### src/kms_pkg.sv
// package: constants for the keyboard matrix scanner
package kms_pkg;
    localparam logic [7:0] KMS_ADDR_XLAT     = 8'h60;
    localparam logic [7:0] KMS_ADDR_KEY      = 8'h7D;
    localparam logic [7:0] KMS_BREAK_OFS     = 8'h80;
    localparam int         KMS_CLK_HZ        = 20000000;
    localparam int         KMS_DEBOUNCE_MS   = 5;
    localparam int         KMS_DELAY_MS      = 500;
    localparam int         KMS_REPEAT_MS     = 100;
    localparam int         KMS_DEBOUNCE_CYC  = KMS_CLK_HZ / 1000 * KMS_DEBOUNCE_MS;
    localparam int         KMS_DELAY_CYC     = KMS_CLK_HZ / 1000 * KMS_DELAY_MS;
    localparam int         KMS_REPEAT_CYC    = KMS_CLK_HZ / 1000 * KMS_REPEAT_MS;
    localparam int         KMS_SETTLE_CYC    = 4;
    localparam int         KMS_ROWS          = 8;
    localparam int         KMS_COLS          = 10;
    localparam int         KMS_KEYS          = 79;
    localparam logic [7:0] KMS_RESET_CODE    = 8'h00;
endpackage

### src/kms_code_rom.sv
// module: key position to internal make code lookup
`timescale 1ns/1ps
module kms_code_rom (
    input  wire logic [6:0] key_idx,
    output logic      [7:0] make_code
);
    // ---------------------------------------------------------------
    // fixed position map, index = key number - 1
    // ---------------------------------------------------------------
    localparam logic [7:0] KMS_MAP [0:79] = '{
        8'h11, 8'h12, 8'h13, 8'h14, 8'h15, 8'h16, 8'h17, 8'h18, 8'h19, 8'h1A,
        8'h1B, 8'h1C, 8'h1D, 8'h1E, 8'h1F, 8'h21, 8'h22, 8'h23, 8'h24, 8'h25,
        8'h26, 8'h27, 8'h28, 8'h29, 8'h2A, 8'h2B, 8'h2C, 8'h2D, 8'h2E, 8'h31,
        8'h32, 8'h33, 8'h34, 8'h35, 8'h36, 8'h37, 8'h38, 8'h39, 8'h3A, 8'h3B,
        8'h3C, 8'h3D, 8'h3E, 8'h41, 8'h54, 8'h42, 8'h43, 8'h44, 8'h45, 8'h46,
        8'h47, 8'h48, 8'h49, 8'h4A, 8'h4B, 8'h4C, 8'h4E, 8'h51, 8'h52, 8'h53,
        8'h56, 8'h5A, 8'h5B, 8'h5C, 8'h5E, 8'h5F, 8'h01, 8'h02, 8'h03, 8'h04,
        8'h05, 8'h06, 8'h07, 8'h08, 8'h09, 8'h0A, 8'h0B, 8'h0C, 8'h0D, 8'h0E
    };
    always_comb begin
        if (key_idx < 7'd80) begin
            make_code = KMS_MAP[key_idx];
        end else begin
            make_code = 8'h00;
        end
    end
endmodule

### src/kms_scanner.sv
// module: keyboard matrix scanner with debounce, typematic and code registers
// Notes on behaviour
// - valid keystroke loads code register at 07D and raises nonmaskable interrupt.
// - after a keystroke scanning halts until the code register is read.
// - a key change is reported only if still present after 5 ms.
// - any key press arms a 500 ms typematic delay.
// - held key repeats after the delay, then every 100 ms.
// - repeat stops when the key is released or another key pressed.
// - pressing another key restarts the full 500 ms delay.
// - raw internal codes only, no translation and no queue.
// - drive matrix columns and sense rows for 78 or 79 keys.
// - release reports the make code plus hex 80.
// - each key position maps to a fixed internal make code.
// - a write to register 060 raises a level-1 interrupt request.
// - register 060 holds eight bits, bit 7 most significant.
`timescale 1ns/1ps
module kms_scanner
    import kms_pkg::*;
#(
    parameter int ROWS         = kms_pkg::KMS_ROWS,
    parameter int COLS         = kms_pkg::KMS_COLS,
    parameter int DEBOUNCE_CYC = kms_pkg::KMS_DEBOUNCE_CYC,
    parameter int DELAY_CYC    = kms_pkg::KMS_DELAY_CYC,
    parameter int REPEAT_CYC   = kms_pkg::KMS_REPEAT_CYC
) (
    input  wire logic            ref_clk,
    input  wire logic            sys_rst,
    output logic [COLS-1:0]      drive_n_r,
    input  wire logic [ROWS-1:0] sense_n,
    input  wire logic [7:0]      io_addr,
    input  wire logic [7:0]      io_wdata,
    input  wire logic            io_wr,
    input  wire logic            io_rd,
    output logic [7:0]           io_rdata_r,
    output logic                 nmi_r,
    output logic                 irq1_r
);
    import kms_pkg::*;

    typedef enum logic [3:0] {
        KMS_SCAN   = 4'b0001,
        KMS_BOUNCE = 4'b0010,
        KMS_SHOW   = 4'b0100,
        KMS_HALT   = 4'b1000
    } kms_state_e;

    // ---------------------------------------------------------------
    // sense synchroniser and column scan
    // ---------------------------------------------------------------
    logic [ROWS-1:0] sense_s1_r;
    logic [ROWS-1:0] sense_s2_r;
    logic [3:0]      col_r;
    logic [2:0]      settle_r;
    logic [ROWS-1:0] hit_r;
    kms_state_e      state_r;
    logic [6:0]      cand_r;
    logic            cand_press_r;
    logic [6:0]      held_r;
    logic            held_v_r;
    logic [31:0]     tmr_r;
    logic [31:0]     typ_r;
    logic            typ_due_r;
    logic [7:0]      key_r;
    logic [7:0]      xlat_r;
    logic [7:0]      make_code;
    logic [6:0]      row_hit;
    logic            row_any;
    logic            sample;
    logic [6:0]      scan_key;
    logic            pressed;
    logic            rd_key;
    logic            cand_now;

    logic [ROWS*COLS-1:0] down_r;

    function automatic logic [6:0] kms_key(input logic [3:0] c, input logic [2:0] r);
        kms_key = 7'(c * ROWS + r);
    endfunction

    always_ff @(posedge ref_clk) begin
        sense_s1_r <= sense_n;
        sense_s2_r <= sense_s1_r;
    end

    assign sample = (settle_r == 3'(KMS_SETTLE_CYC - 1));

    always_comb begin
        row_hit = 7'd0;
        row_any = 1'b0;
        for (int i = ROWS - 1; i >= 0; i--) begin
            if ((!sense_s2_r[i]) != down_r[kms_key(col_r, 3'(i))]) begin
                row_hit = 7'(i);
                row_any = 1'b1;
            end
        end
    end

    assign scan_key = kms_key(col_r, row_hit[2:0]);
    // sensed level of the first changed key in this column
    assign pressed  = !sense_s2_r[row_hit[2:0]];
    assign cand_now = !sense_s2_r[3'(cand_r % 7'(ROWS))];
    assign rd_key   = io_rd && (io_addr == KMS_ADDR_KEY);

    always_ff @(posedge ref_clk) begin
        if (sys_rst) begin
            col_r     <= 4'd0;
            settle_r  <= 3'd0;
            drive_n_r <= {COLS{1'b1}};
        end else if (state_r == KMS_SCAN || state_r == KMS_BOUNCE) begin
            drive_n_r <= ~(COLS'(1) << col_r);
            if (sample) begin
                settle_r <= 3'd0;
                col_r    <= (col_r == 4'(COLS - 1)) ? 4'd0 : col_r + 4'd1;
            end else begin
                settle_r <= settle_r + 3'd1;
            end
        end else begin
            drive_n_r <= {COLS{1'b1}};
            settle_r  <= 3'd0;
        end
    end

    kms_code_rom u_rom (
        .key_idx   (state_r == KMS_SHOW ? cand_r : held_r),
        .make_code (make_code)
    );

    // ---------------------------------------------------------------
    // detection, debounce and presentation
    // ---------------------------------------------------------------
    logic change;
    assign change = sample && row_any;

    always_ff @(posedge ref_clk) begin
        if (sys_rst) begin
            state_r      <= KMS_SCAN;
            cand_r       <= 7'd0;
            cand_press_r <= 1'b0;
            tmr_r        <= 32'd0;
            key_r        <= KMS_RESET_CODE;
            nmi_r        <= 1'b0;
            held_r       <= 7'd0;
            held_v_r     <= 1'b0;
            down_r       <= '0;
        end else begin
            case (state_r)
                KMS_SCAN: begin
                    if (change) begin
                        cand_r       <= scan_key;
                        cand_press_r <= pressed;
                        tmr_r        <= 32'd0;
                        state_r      <= KMS_BOUNCE;
                    end else if (typ_due_r && held_v_r) begin
                        cand_r       <= held_r;
                        cand_press_r <= 1'b1;
                        state_r      <= KMS_SHOW;
                    end
                end
                KMS_BOUNCE: begin
                    if (tmr_r >= 32'(DEBOUNCE_CYC - 1)) begin
                        if (sample && col_r == 4'(cand_r / 7'(ROWS))) begin
                            if (cand_now == cand_press_r) begin
                                state_r <= KMS_SHOW;
                            end else begin
                                state_r <= KMS_SCAN;
                            end
                        end
                    end else begin
                        tmr_r <= tmr_r + 32'd1;
                    end
                end
                KMS_SHOW: begin
                    // raw code, single holding register
                    key_r    <= cand_press_r ? make_code : make_code + KMS_BREAK_OFS;
                    nmi_r    <= 1'b1;
                    held_r   <= cand_r;
                    held_v_r <= cand_press_r;
                    down_r[cand_r] <= cand_press_r;
                    state_r  <= KMS_HALT;
                end
                KMS_HALT: begin
                    if (rd_key) begin
                        nmi_r   <= 1'b0;
                        state_r <= KMS_SCAN;
                    end
                end
                default: state_r <= KMS_SCAN;
            endcase
        end
    end

    // ---------------------------------------------------------------
    // typematic timer
    // ---------------------------------------------------------------
    logic new_press;
    assign new_press = (state_r == KMS_SHOW) && cand_press_r && (!held_v_r || cand_r != held_r);

    always_ff @(posedge ref_clk) begin
        if (sys_rst) begin
            typ_r     <= 32'd0;
            typ_due_r <= 1'b0;
        end else if (new_press) begin
            typ_r     <= 32'(DELAY_CYC - 1);
            typ_due_r <= 1'b0;
        end else if (state_r == KMS_SHOW && !cand_press_r) begin
            typ_due_r <= 1'b0;
            typ_r     <= 32'd0;
        end else if (state_r == KMS_SHOW) begin
            typ_r     <= 32'(REPEAT_CYC - 1);
            typ_due_r <= 1'b0;
        end else if (held_v_r && !typ_due_r) begin
            if (typ_r == 32'd0) begin
                typ_due_r <= 1'b1;
            end else begin
                typ_r <= typ_r - 32'd1;
            end
        end
    end

    // ---------------------------------------------------------------
    // register access
    // ---------------------------------------------------------------
    always_ff @(posedge ref_clk) begin
        if (sys_rst) begin
            xlat_r <= KMS_RESET_CODE;
            irq1_r <= 1'b0;
        end else if (io_wr && io_addr == KMS_ADDR_XLAT) begin
            xlat_r <= io_wdata;
            irq1_r <= 1'b1;
        end else if (io_rd && io_addr == KMS_ADDR_XLAT) begin
            irq1_r <= 1'b0;
        end
    end

    always_ff @(posedge ref_clk) begin
        if (sys_rst) begin
            io_rdata_r <= 8'h00;
        end else if (io_addr == KMS_ADDR_KEY) begin
            io_rdata_r <= key_r;
        end else if (io_addr == KMS_ADDR_XLAT) begin
            io_rdata_r <= xlat_r;
        end else begin
            io_rdata_r <= 8'h00;
        end
    end
endmodule

### config.mk
export PLATFORM = sky130hd
export DESIGN_NAME = kms_scanner
export DESIGN_NICKNAME = d
export VERILOG_FILES = /design/src/kms_pkg.sv /design/src/kms_code_rom.sv /design/src/kms_scanner.sv
export SDC_FILE = /design/constraint.sdc
export NUM_CORES = 1
export LEC_CHECK = 0
export BUFFER_PORTS_ARGS = -buffer_cell sky130_fd_sc_hd__buf_2
export CAP_MARGIN = 20
export CORE_ASPECT_RATIO = 2
export CORE_MARGIN = 4
export CORE_UTILIZATION = 30
export CTS_BUF_LIST = sky130_fd_sc_hd__clkbuf_8
export DETAILED_ROUTE_END_ITERATION = 6
export MAX_ROUTING_LAYER = met4
export SLEW_MARGIN = 40
export SYNTH_ARGS = -nofsm -noshare
export SYNTH_HDL_FRONTEND = slang
export SYNTH_SLANG_ARGS = --single-unit
export TNS_END_PERCENT = 50
### constraint.sdc
create_clock -name ref_clk -period 3.9 [get_ports ref_clk]
set_input_delay 1.17 -clock ref_clk [delete_from_list [all_inputs] [get_ports ref_clk]]
set_output_delay 1.17 -clock ref_clk [all_outputs]
set_load 0.01 [all_outputs]
# Yosys cells after proc, flatten, opt, wreduce, memory -nomap -nowiden

Memory sizes are Yosys's and may differ from the RTL's.
Cells that the tools add are included.

Register bits after elaboration: 224
Memory bits (read-only): 1024
Bits of input ports: 28
Output and inout bits: 20
Logic and storage cells: 198
Memories: 1

Memory list:

| name             | depth | width | rd ports | clocked after Yosys merged registers in | wr ports | RTL line           | text |
|---|---|---|---|---|---|---|---|
| (name not given) | 128   | 8     | 1        | 0                                       | 0        | kms_code_rom.sv:22 | `make_code = KMS_MAP[key_idx];` |

Add/subtract/negate cells: 13
Magnitude comparators: 15
Equality and inequality tests: 27
Shift-type cells: 1
Muxes and demuxes: 70
Bitwise operators: 4
Reductions and logical operators: 46

Operators with widths:

| operator                                                                               | number |
|---|---|
| 24-bit 2-to-1 mux                                                                      | 5 |
| 80-bit bitwise mux                                                                     | 1 |
| 7-bit by 8-bit < comparator with 1-bit output (second input constant)                  | 9 |
| 32-bit 2-to-1 mux                                                                      | 2 |
| 32-bit case mux with 2 select lines                                                    | 1 |
| 1-bit binary-select mux with 7-bit select                                              | 7 |
| 8-bit 2-to-1 mux                                                                       | 6 |
| 32-bit by 1-bit adder with 32-bit output (second input constant)                       | 1 |
| 32-bit by 17-bit greater-or-equal comparator with 1-bit output (second input constant) | 1 |
| 32-bit zero test                                                                       | 1 |
| 32-bit by 1-bit subtractor with 32-bit output (second input constant)                  | 1 |
| 7-bit by 3-bit adder with 7-bit output (second input constant)                         | 4 |
| 3-bit 2-to-1 mux                                                                       | 9 |
| 1-bit 2-to-1 mux                                                                       | 24 |
| 4-bit 2-to-1 mux                                                                       | 6 |
| 7-bit 2-to-1 mux                                                                       | 3 |
| 8-bit by 7-bit == test with 1-bit output (second input constant)                       | 2 |
| 4-bit case mux with 4 select lines                                                     | 1 |
| 7-bit by 2-bit adder with 7-bit output (second input constant)                         | 2 |
| 2-bit AND reduction                                                                    | 7 |
| 1-bit zero test                                                                        | 13 |
| 1-bit logical AND                                                                      | 11 |
| 10-bit inverter                                                                        | 1 |
| 2-bit nonzero test                                                                     | 5 |
| 36 further kinds                                                                       | 53 |

# Longest topological paths before layout

Gate-level depths: netlist of the first run.

Depth after elaboration: 16
Gate-level depth with buffers: 14
Gate-level depth less buffers: 13

# Cells and area by module

A second synthesis of the first run with hierarchy kept.

Cell total of the unflattened synthesis: 1331
Area, all modules: 10898.0 µm²

By module, submodules not included:

| module       | times used | cells an instance | area each (µm²) | seq. area each (µm²) |
|---|---|---|---|---|
| kms_scanner  | 1          | 1227              | 10121.0         | 4484.3 |
| kms_code_rom | 1          | 104               | 777.0           | 0.0 |

# Worst setup path before layout of the first run

OpenSTA, ideal clock, no wires.

Path kind: register to register
Start: reg col_r[0]
End: reg tmr_r[12]
Arrival time: 2.937 ns
Data required time: 3.841 ns
Slack: 0.904 ns
Stages on the path, launching flop included: 12
Buffers on the path: 2
Cells stage by stage: dfxtp_1 -> buf_6 -> mux4_2 -> a221oi_2 -> nor2_2 -> xnor2_4 -> nor4_4 -> a211oi_4 -> or2_0 -> buf_2 -> or4_1 -> nand2_1

Cells in the longest elaborated chain, start to end: 15
Elaborated cells between the ends (all ways): 42
Classes of those cells: 7 x add/sub; 9 x eq/ne; 24 x mux; 2 x reduce/logical

RTL lines:

| what                                      | RTL line           | text |
|---|---|---|
| start: declaration                        | kms_scanner.sv:52  | `logic [3:0] col_r;` |
| start signal: assignment                  | kms_scanner.sv:113 | `col_r <= (col_r == 4'(COLS - 1)) ? 4'd0 : col_r + 4'd1;` |
| 7-bit by 3-bit adder with 7-bit output    | kms_scanner.sv:77  | `kms_key = 7'(c * ROWS + r);` |
| 1-bit binary-select mux with 7-bit select | kms_scanner.sv:91  | `if ((!sense_s2_r[i]) != down_r[kms_key(col_r, 3'(i))]) begin` |
| 1-bit 2-to-1 mux (not written as such)    | kms_scanner.sv:91  |  |
| 1-bit != test                             | kms_scanner.sv:91  |  |
| 1-bit 2-to-1 mux (7 in series)            | kms_scanner.sv:91  |  |
| 1-bit 2-to-1 mux (*)                      | kms_scanner.sv:91  |  |
| 1-bit logical AND (*)                     | kms_scanner.sv:132 | `assign change = sample && row_any;` |
| 2-bit != test (no source line) (*)        | n/a                |  |
| 3-bit AND reduction (no source line) (*)  | n/a                |  |
| end signal: assignment                    | kms_scanner.sv:169 | `tmr_r <= tmr_r + 32'd1;` |
| end: declaration                          | kms_scanner.sv:60  | `logic [31:0] tmr_r;` |

Mark *: on every way between the ends. The rest lies on a longest branch, timed or not. The select of a mux whose other input is x is not followed.
A chain may end at the register's enable or synchronous reset.

# Worst setup path after layout of the first run

Ends and elaborated chain as after synthesis.

==> qor.csv, run 1 <==
stage,metric,value,unit
run_status,status,finished clean,
setup_path,critPathArrivalTime,4050,ps
global_routing,grt_pass1_vias,9341,
clock_network,postCtsSetupBuffers,0,
layout,mostFrequentLayoutCells,"223 x dfxtp_1, 177 x nor2_1, 172 x nand2_1",
global_routing,grtUsageTotal,15.6,%
clock_network,cts.sinks,224,
synthesis,synth_cells,1313,
synthesis,ys_warn_count,0,
clock_network,clk_latency,610,ps
timing,fin_ws,398,ps
synthesis,syn-num-nets,1356,
pwr,cellPowerDensity,400,nW/um^2
pwr,worst_ir_drop_vdd,0.214,mV
synthesis,ys_ff_latch,224,
setup_path,r2r_setup_slack,400,ps
synthesis,syn-mean-instance-area,8.21,sq um
setup_path,cp.required,4450,ps
worst_hold_path,min_path_cells,0,
placement,dpl.hpwl,22300,microns
clock_network,htreeDepth,1,
route,first_iter_violations,564,
synthesis,ys_async_sr_fraction,0,%
setup_path,crit_buf_inv,1,
setup_path,crit_path_end_kind,flop,
setup_path,path_class,flop to flop,
clock_network,cts_tree,done,
synthesis,synth-edff-count,0,
die,rows,98,
worst_hold_path,min_to,sense_s2_r[4]$_DFF_P_,
timing,setup_violations,0,
timing,relSlewSlack,47.5,%
clock_network,clk_pin_slew_worst_paths,70,ps
layout,syn2layout_area_growth,11.7,%
synthesis,synth-main-ff-cell,dfxtp_1,
route,highest_layer,met4,
route,drc,0,
clock_network,clockBufferDepth,3,
synthesis,seq_area_frac_synth,41.6,%
timing,rsz0062_at_grt,no,
clock_network,cts_resized,0,
setup_path,slowest_stage,or4_1,
worst_hold_path,hp-class,flop to flop,
placement,gp_congestion,0.962,
route,wl_met3,1020,microns
timing,worst_pin_slew,786,ps
route,drtPass1Iterations,6,
timing,tns,0,ps
die,ioPinCount,48,
clock_network,holdBufCountCts,0,
timing,hold_violations,0,
synthesis,synth_area,10800,sq um
setup_path,cp-start-kind,flop,
worst_hold_path,hold_start,sense_s1_r[4]$_DFF_P_,
timing,fmax,0.286,GHz
setup_path,slowest_delay,560,ps
die,die_y,276,microns
timing,final_max_slew_viol_count,0,
setup_path,worstPathMaxFanout,23,
setup_path,r2r-end,tmr_r[12]$_SDFFE_PP0P_,
global_routing,antenna_found_initial,1,
route,post_drt_wl_per_cell,16.8,microns
route,viasPerCell,5.18,
die,core,35700,sq um
run,maxCapViolCount,0,
route,vias,9337,
die,initial_utilization,30.2,%
setup_path,reg2reg_depth,10,
clock_network,cts_root_buffer,clkbuf_8,
timing,skew,16.4,ps
global_routing,grt_pass1_wl,48400,microns
route,wl_met2,16700,microns
route,drt-met1-wl,10100,microns
global_routing,overflow,0,
layout,final_nets,1375,
global_routing,grt_max_degree,83,
layout,drive_gt1_share,10.9,%
placement,place_ws,419,ps
setup_path,crit_family,simple AND/OR/NAND/NOR gates,
clock_network,cts-buffers-inserted,31,
placement,portBuffers,47,
route,wirelength,30200,microns
pwr,leakage,0.00412,uW
route,ant_nets,0,
synthesis,synth_cell_types,72,
die,die-area,39200,sq um
setup_path,critical_path.cell_chain,"buf_12, mux4_2, a221oi_2, nor2_2, xnor2_4, nor4_4, a211oi_4, or2_0, or4_1, nand2_1",
timing,fin_crit,3500,ps
setup_path,regToRegStartpoint,col_r[0]$_SDFFE_PP0P_,
layout,final_common_cell,dfxtp_1,
timing,fin_crit_sh,89.8,%
die,die_x,142,microns
==> how the worst max path moves through the flow <==
stage                             endpoint  depth (start not counted)                  start  slack (ps)
floorplan           tmr_r[12]$_SDFFE_PP0P_                         11  col_r[0]$_SDFFE_PP0P_         900
global route        tmr_r[12]$_SDFFE_PP0P_                         10  col_r[0]$_SDFFE_PP0P_         190
global placement     tmr_r[7]$_SDFFE_PP0P_                         10  col_r[0]$_SDFFE_PP0P_         370
detailed placement  tmr_r[12]$_SDFFE_PP0P_                         10  col_r[0]$_SDFFE_PP0P_         420
finish              tmr_r[12]$_SDFFE_PP0P_                         10  col_r[0]$_SDFFE_PP0P_         400
CTS                 tmr_r[12]$_SDFFE_PP0P_                         10  col_r[0]$_SDFFE_PP0P_         420
==> cell usage after synthesis, drive strengths merged, types with 5 or more instances <==
cell / number / share of area [%]
o211ai: 5 / 0.35
nand3b: 6 / 0.42
or4: 7 / 0.49
nor2b: 12 / 0.70
a22oi: 18 / 1.3
dfxtp: 224 / 42
or2: 6 / 0.35
ha: 15 / 1.7
and3: 8 / 0.46
mux2i: 56 / 5.2
nor2: 179 / 6.3
buf: 16 / 0.89
o21a: 7 / 0.49
or3: 9 / 0.52
nand4: 8 / 0.46
xnor2: 35 / 3.0
nor3: 21 / 0.98
mux4: 9 / 1.9
a21oi: 128 / 6.0
nand2: 172 / 6.0
o31ai: 5 / 0.35
nand3: 47 / 2.2
a31oi: 8 / 0.46
inv: 14 / 0.49
o21ai: 77 / 3.6
and2: 23 / 1.3
xor2: 26 / 2.1
nand2b: 6 / 0.35
nor3b: 8 / 0.56
a211oi: 19 / 1.4
mux2: 5 / 0.52
nor4: 18 / 1.3
clkbuf: 71 / 2.5
==> routing by layer <==
metal,up-vias,global-route usage [%]
li1,4606,-
met1,4380,13.8
met2,236,29.4
met3,115,1.80
met4,0,11.6
met5,-,-
==> stage by stage <==
stage	instances	util (%)	power [uW]	hold slack [ps]	instance area (sq um)
after floorplan	1313	-	2940	310	10800
after global placement	1749	32.1	3130	314	11500
after detailed placement	1749	32.1	3140	312	11500
after CTS	1801	33.7	4880	317	12000
after global routing	1802	33.7	5040	328	12000
final	1802	33.7	4810	321	12000
==> flip-flops by register name, summed over array words and instances (netlist names), 3 cells and up <==
signal	flops
down_r	80
tmr_r	32
typ_r	32
drive_n_r	10
io_rdata_r	8
key_r	8
sense_s1_r	8
sense_s2_r	8
xlat_r	8
cand_r	7
held_r	7
col_r	4
state_r	4
settle_r	3
==> power breakdown <==
part           internal, uW  switching [uW]  total (uW)
clock network           846             875        1720
logic                   227             463         690
registers              2340            64.0        2400
==> kinds of logic (layout without fill, tap and decap cells) <==
logic type                 after synthesis  after routing  synth area share (%)
other                                    0              1                     0
xor gates and xnor gates                61             61                  5.13
AOI/OAI and AO/OA                      295            295                  16.4
muxes                                   70             70                  7.61
and+or+nand+nor                        543            543                  23.4
DFF                                    224            224                  41.6
adders and majority gates               16             16                  1.83
buffers and inverters                  104            142                  3.96
==> worst reg2reg max path, stage by stage (launching register included) <==
cell and delay [ps]:
dfxtp_1 430, buf_12 220, mux4_2 550, a221oi_2 310
nor2_2 120, xnor2_4 190, nor4_4 430, a211oi_4 160
or2_0 410, or4_1 560, nand2_1 70
==> layout make-up <==
cell class / instances / area (sq um)
multi-input combinational: 985 / 5870
inverter: 17 / 63.8
antenna: 1 / 2.50
fill: 3713 / 23600
tap: 450 / 563
clock inverter: 15 / 61.3
sequential: 224 / 4490
timing repair buffer: 73 / 474
clock buffer: 37 / 509
Power figures use the tool's default switching activity.
==> inputs of run 2 (changes only) <==
Settings changed: GPL_TIMING_DRIVEN from default to 0, SYNTH_HIERARCHICAL from default to 1.
==> run 2 against run 1 <==
Area after synthesis increased by 1.1%; global-route usage is 1.2 points higher; sequential power about the same; sequential share of layout area is 1.2 points lower; critical endpoint is now tmr_r[16]$_SDFFE_PP0P_.
==> qor.csv, run 2 <==
stage,metric,value,unit
run_status,status,finished clean,
setup_path,cp.required,4400,ps
clock_network,cts.sinks,224,
clock_network,postCtsSetupBuffers,0,
synthesis,synth.most_common_cell,dfxtp_1,
clock_network,holdBufCountCts,0,
placement,dpl.hpwl,25700,microns
setup_path,crit_buf_inv,2,
synthesis,synth_cell_types,77,
clock_network,htreeDepth,1,
timing,hold_violations,0,
die,die_x,143,microns
synthesis,ys_warn_count,6,
worst_hold_path,hp-class,flop to flop,
timing,tns,0,ps
timing,relSlewSlack,40.1,%
synthesis,synth_cells,1331,
global_routing,overflow,0,
die,core,35800,sq um
global_routing,grtUsageTotal,16.8,%
timing,fmax,0.272,GHz
die,initial_utilization,30.4,%
layout,drive_gt1_share,11.6,%
clock_network,clk_latency,600,ps
timing,rsz0062_at_grt,no,
clock_network,cts-buffers-inserted,31,
layout,finalCoreUtilization,34.7,%
layout,reg.largest.list,"down_r: 80 flops, tmr_r: 32 flops, typ_r: 32 flops",
synthesis,synth_area,10900,sq um
setup_path,slowest_stage,o22ai_1,
synthesis,synth_top_area_share,41.1,%
timing,final_max_slew_viol_count,0,
layout,fill_cells,3734,
clock_network,cts_root_buffer,clkbuf_8,
route,viasPerCell,5.35,
synthesis,synth-edff-count,0,
synthesis,synth-main-ff-cell,dfxtp_1,
route,post_drt_wl_per_cell,17.7,microns
layout,final_common_cell,dfxtp_1,
placement,gp_congestion,0.930,
layout,syn2layout_area_growth,14.1,%
setup_path,critical_path.cell_chain,"clkbuf_4, mux4_2, mux2i_1, o22ai_1, xor2_1, nand4_1, o211ai_4, nand2_1, clkbuf_1, and4_1, o21a_1",
die,die_y,278,microns
clock_network,clockBufferDepth,3,
global_routing,antenna_found_initial,1,
synthesis,ys_async_sr_fraction,0,%
synthesis,seq_area_frac_synth,41.1,%
route,drtPass1Iterations,5,
timing,fin_crit,3680,ps
global_routing,grt_pass1_wl,51700,microns
route,first_iter_violations,504,
synthesis,syn-num-nets,1375,
clock_network,cts_tree,done,
global_routing,grt_pass1_vias,9992,
layout,fin_cells,1882,
route,ant_nets,0,
layout,largest_register,down_r,
pwr,worst_ir_drop_vdd,0.263,mV
route,wirelength,33300,microns
pwr,leakage,0.00425,uW
die,ioPinCount,48,
layout,mostFrequentLayoutCells,"224 x dfxtp_1, 182 x nand2_1, 153 x a21oi_1",
placement,portBuffers,46,
layout,final_nets,1453,
route,vias,10100,
timing,worst_pin_slew,899,ps
global_routing,grt_max_degree,16,
run,maxCapViolCount,0,
timing,skew,12.2,ps
pwr,cellPowerDensity,430,nW/um^2
synthesis,synth_largest_area_cell,dfxtp_1,
synthesis,ys_ff_latch,224,
setup_path,slowest_delay,590,ps
placement,placedCellCount,1827,
die,rows,98,
synthesis,synth_area_leaders,"dfxtp_1 41%, a21oi_1 7.1%, nand2_1 6.3%",
synthesis,syn-mean-instance-area,8.19,sq um
timing,whs,334,ps
setup_path,path_class,flop to flop,
setup_path,crit_family,compound AO/OA/AOI/OAI gates,
layout,largest_reg_flops,80,
clock_network,clk_pin_slew_worst_paths,70,ps
setup_path,critPathArrivalTime,4170,ps
route,drc,0,
setup_path,cp-start-kind,flop,
timing,fin_crit_sh,94.3,%
setup_path,worstPathMaxFanout,19,
die,die-area,39600,sq um
timing,setup_violations,0,
setup_path,crit_path_end_kind,flop,
synthesis,yosys-top-cells-count,"224 x dfxtp_1, 182 x nand2_1, 154 x a21oi_1",
==> run 2: changes by cell type in the layout (fill, tap and decap cells not counted), moves of 10 or more <==
cell,previous run,this run
nand2_1,172,182
clkbuf_1,0,62
buf_2,46,57
nand3_1,47,82
nor2_1,177,131
a21oi_1,127,153
mux2i_1,56,31
buf_4,23,3
==> run 2: path summary, 6_finish.rpt <==
| path | depth (start not counted) | slack [ps] | end | start |
|---|---|---|---|---|
| setup / recovery | 11 | 220 | tmr_r[16]$_SDFFE_PP0P_ | col_r[2]$_SDFFE_PP0P_ |
| hold / removal | 0 | 330 | sense_s2_r[3]$_DFF_P_ | sense_s1_r[3]$_DFF_P_ |
| setup reg to reg | 11 | 220 | tmr_r[16]$_SDFFE_PP0P_ | col_r[2]$_SDFFE_PP0P_ |
| hold reg to reg | 0 | 330 | sense_s2_r[3]$_DFF_P_ | sense_s1_r[3]$_DFF_P_ |
==> run 2: layout make-up <==
type | instances | area (sq um) | area share [%]
diodes | 1 | 2.50 | 0.0201
repair buffers | 46 | 230 | 1.85
clock inverters | 18 | 165 | 1.33
inverters | 18 | 67.6 | 0.543
multi-input cells | 999 | 5970 | 48.0
flip-flops and latches | 224 | 4480 | 36.1
plain buffers | 89 | 442 | 3.55
clock buffers | 37 | 509 | 4.09
well taps | 450 | 563 | 4.53
==> run 2: cell families (layout without fill, tap and decap cells) <==
kind of cell,count (synthesis),after routing,synth area share [%]
AO/OA/AOI/OAI,332,332,18.2
other,1,2,0.0344
multiplexers,49,49,5.95
flip-flops,224,224,41.1
XOR/XNOR,58,58,4.66
adder cells (fa/ha/maj),18,18,2.02
AND/OR/NAND/NOR,541,541,23.3
buffers and inverters,108,208,4.70
==> run 2: report_power, final <==
group,total [uW],internal [uW],switching (uW),leakage [uW]
clock,2000,1060,938,0.000370
sequential,2420,2360,66.6,0.00181
combinational,921,302,619,0.00207
==> run 2: metal layers <==
metal | up-vias | routed length, microns | track usage [%]
li1 | 4846 | - | -
met1 | 4749 | 10500 | 13.9
met4 | 0 | 2800 | 12.4
met3 | 167 | 1110 | 1.64
met2 | 305 | 19000 | 32.9
met5 | - | 0 | -
==> run 2: what timing repair did <==
item | in CTS | in global routing
endpoints found under the setup margin | 0 | 22
hold endpoints to repair | 0 | 0
gates resized for setup | 0 | 4
==> run 2: per-stage QoR <==
step	setup WS, ps	cell area, sq um	power [uW]
floorplan	981	10900	3080
global placement	106	11700	3350
detailed placement	77.8	11700	3390
CTS	77.1	12400	5390
global route	14.1	12400	5570
finish	224	12400	5340
==> inputs of run 3 (changes only) <==
Settings changed: MAX_ROUTING_LAYER met4 to default.
==> run 3 against run 2 <==
Combinational power rose by 0.7%; fmax fell by 0.56%; wire length rose by 1.7%; design area fell by 0.25%; final cell count barely moved; critical endpoint unchanged; register-to-register slack got worse by 20 ps; total power fell by 0.95%; critical path depth rose by 1; critical path type unchanged; non-clock buffer count rose by 1; utilization fell by 0.087 points.
==> qor.csv, run 3 (synthesized netlist as in run 2, its figures left out) <==
stage,metric,value,unit
run_status,status,finished clean,
route,drc,0,
timing,whs,323,ps
pwr,switching_share,31.0,%
setup_path,r2r_setup_slack,200,ps
layout,fill_cells,3746,
pwr,leakage,0.00424,uW
route,post_drt_wl_per_cell,18.0,microns
die,die-area,39600,sq um
layout,syn2layout_area_growth,13.8,%
route,ant_nets,0,
global_routing,grt_pass1_vias,10200,
layout,fin_area,12400,sq um
pwr,comb_power_share,17.5,%
worst_hold_path,hold_start,sense_s1_r[7]$_DFF_P_,
pwr,p_seq_share,45.8,%
worst_hold_path,min_path_cells,0,
timing,rsz0062_at_grt,no,
setup_path,worstPathMaxFanout,10,
die,ioPinCount,48,
timing,fin_crit,3700,ps
placement,gp_congestion,0.914,
global_routing,grtUsageTotal,16.6,%
setup_path,crit_path_end_kind,flop,
setup_path,cp.required,4400,ps
layout,final_nets,1454,
pwr,intPower,3650,uW
layout,drive_gt1_share,11.6,%
global_routing,grt_pass1_wl,52700,microns
die,die_y,278,microns
clock_network,clockBufferDepth,3,
route,vias,10100,
route,wirelength,33900,microns
placement,dpl.hpwl,26000,microns
setup_path,regToRegStartpoint,col_r[2]$_SDFFE_PP0P_,
die,initial_utilization,30.4,%
timing,setup_violations,0,
clock_network,cts-buffers-inserted,31,
timing,final_max_slew_viol_count,0,
clock_network,cts.sinks,224,
timing,worst_pin_slew,890,ps
global_routing,antenna_found_initial,1,
timing,relSlewSlack,40.6,%
pwr,switchingPower,1640,uW
layout,largest_register,down_r,
die,die_x,143,microns
route,viasPerCell,5.36,
global_routing,grt_max_degree,17,
placement,portBuffers,46,
layout,final_common_cell,dfxtp_1,
layout,reg.largest.list,"down_r: 80 flops, tmr_r: 32 flops, typ_r: 32 flops",
clock_network,holdBufCountCts,0,
clock_network,cts_tree,done,
clock_network,postCtsSetupBuffers,0,
clock_network,clk_latency,610,ps
pwr,worst_ir_drop_vdd,0.250,mV
clock_network,clk_pin_slew_worst_paths,70,ps
layout,largest_reg_flops,80,
clock_network,cts_root_buffer,clkbuf_8,
setup_path,critPathArrivalTime,4200,ps
timing,hold_violations,0,
timing,skew,20.9,ps
setup_path,path_class,flop to flop,
route,drtPass1Iterations,7,
worst_hold_path,min_to,sense_s2_r[7]$_DFF_P_,
timing,fmax,0.270,GHz
setup_path,r2r-end,tmr_r[16]$_SDFFE_PP0P_,
timing,fin_crit_sh,94.8,%
die,rows,98,
layout,mostFrequentLayoutCells,"223 x dfxtp_1, 182 x nand2_1, 153 x a21oi_1",
route,first_iter_violations,649,
pwr,cellPowerDensity,427,nW/um^2
placement,place_area,11700,sq um
global_routing,overflow,0,
worst_hold_path,hp-class,flop to flop,
clock_network,htreeDepth,1,
die,core,35800,sq um
setup_path,reg2reg_depth,12,
pwr,clockPowerShare,36.7,%
run,maxCapViolCount,0,
setup_path,cp-start-kind,flop,
run 3: metal layers:
layer / track usage, % / vias to the layer above / routed length (microns)
li1: - / 4857 / -
met1: 14.1 / 4799 / 10600
met2: 33.4 / 286 / 19500
met3: 1.81 / 144 / 1120
met4: 12.4 / 0 / 2620
met5: 0 / - / 0
run 3: how the worst max path moves through the flow:
stage,start,end,slack [ps]
2_1_floorplan,col_r[1]$_SDFFE_PP0P_,tmr_r[11]$_SDFFE_PP0P_,980
3_3_place_gp,col_r[2]$_SDFFE_PP0P_,cand_r[4]$_SDFFE_PP0P_,80
3_5_place_dp,col_r[2]$_SDFFE_PP0P_,cand_r[5]$_SDFFE_PP0P_,-50
4_1_cts,col_r[2]$_SDFFE_PP0P_,tmr_r[16]$_SDFFE_PP0P_,20
5_1_grt,state_r[0]$_SDFFE_PP1P_,key_r[2]$_SDFFE_PP0P_,3
6_report,col_r[2]$_SDFFE_PP0P_,tmr_r[16]$_SDFFE_PP0P_,200
run 3: per-stage QoR:
stage | power, uW | instances | utilization (%) | setup slack (ps) | setup TNS (ps)
floorplan | 3080 | 1331 | - | 981 | 0
global placement | 3350 | 1827 | 32.7 | 81.3 | 0
detailed placement | 3390 | 1827 | 32.8 | -46.2 | -46.2
CTS | 5330 | 1882 | 34.6 | 20.0 | 0
global route | 5510 | 1883 | 34.6 | 2.83 | 0
finish | 5290 | 1883 | 34.6 | 203 | 0
run 3: worst max-delay path, stage by stage (launching register included):
cell,delay (ps)
dfxtp_2,450
clkbuf_4,300
buf_2,330
mux4_2,360
mux2i_1,160
o22ai_1,200
xor2_1,310
nand4_1,300
o211ai_4,380
nand2_1,120
clkbuf_1,250
and4_1,270
o21a_1,160
run 3: layout make-up:
cell class / instances / area (sq um) / area share (%)
tap: 450 / 563 / 4.54
sequential: 224 / 4490 / 36.2
timing repair buffer: 46 / 230 / 1.86
clock inverter: 22 / 189 / 1.52
multi-input combinational: 999 / 5970 / 48.1
clock buffer: 33 / 454 / 3.66
antenna: 1 / 2.50 / 0.0202
inverter: 18 / 67.6 / 0.545
buffer: 90 / 448 / 3.61
run 3: power by group through the flow:
stage	logic, uW	registers (uW)	clock network, uW
after floorplan	630	2450	0
after global placement	886	2470	0
after detailed placement	913	2470	0
after CTS	919	2420	1990
after global routing	1010	2430	2070
final	927	2420	1940
run 3: repair_timing:
action                     in CTS  in global routing
setup endpoints to repair       3                 34
gates resized for setup         1                  3
gates cloned                    0                  0
pin swaps                       0                  0
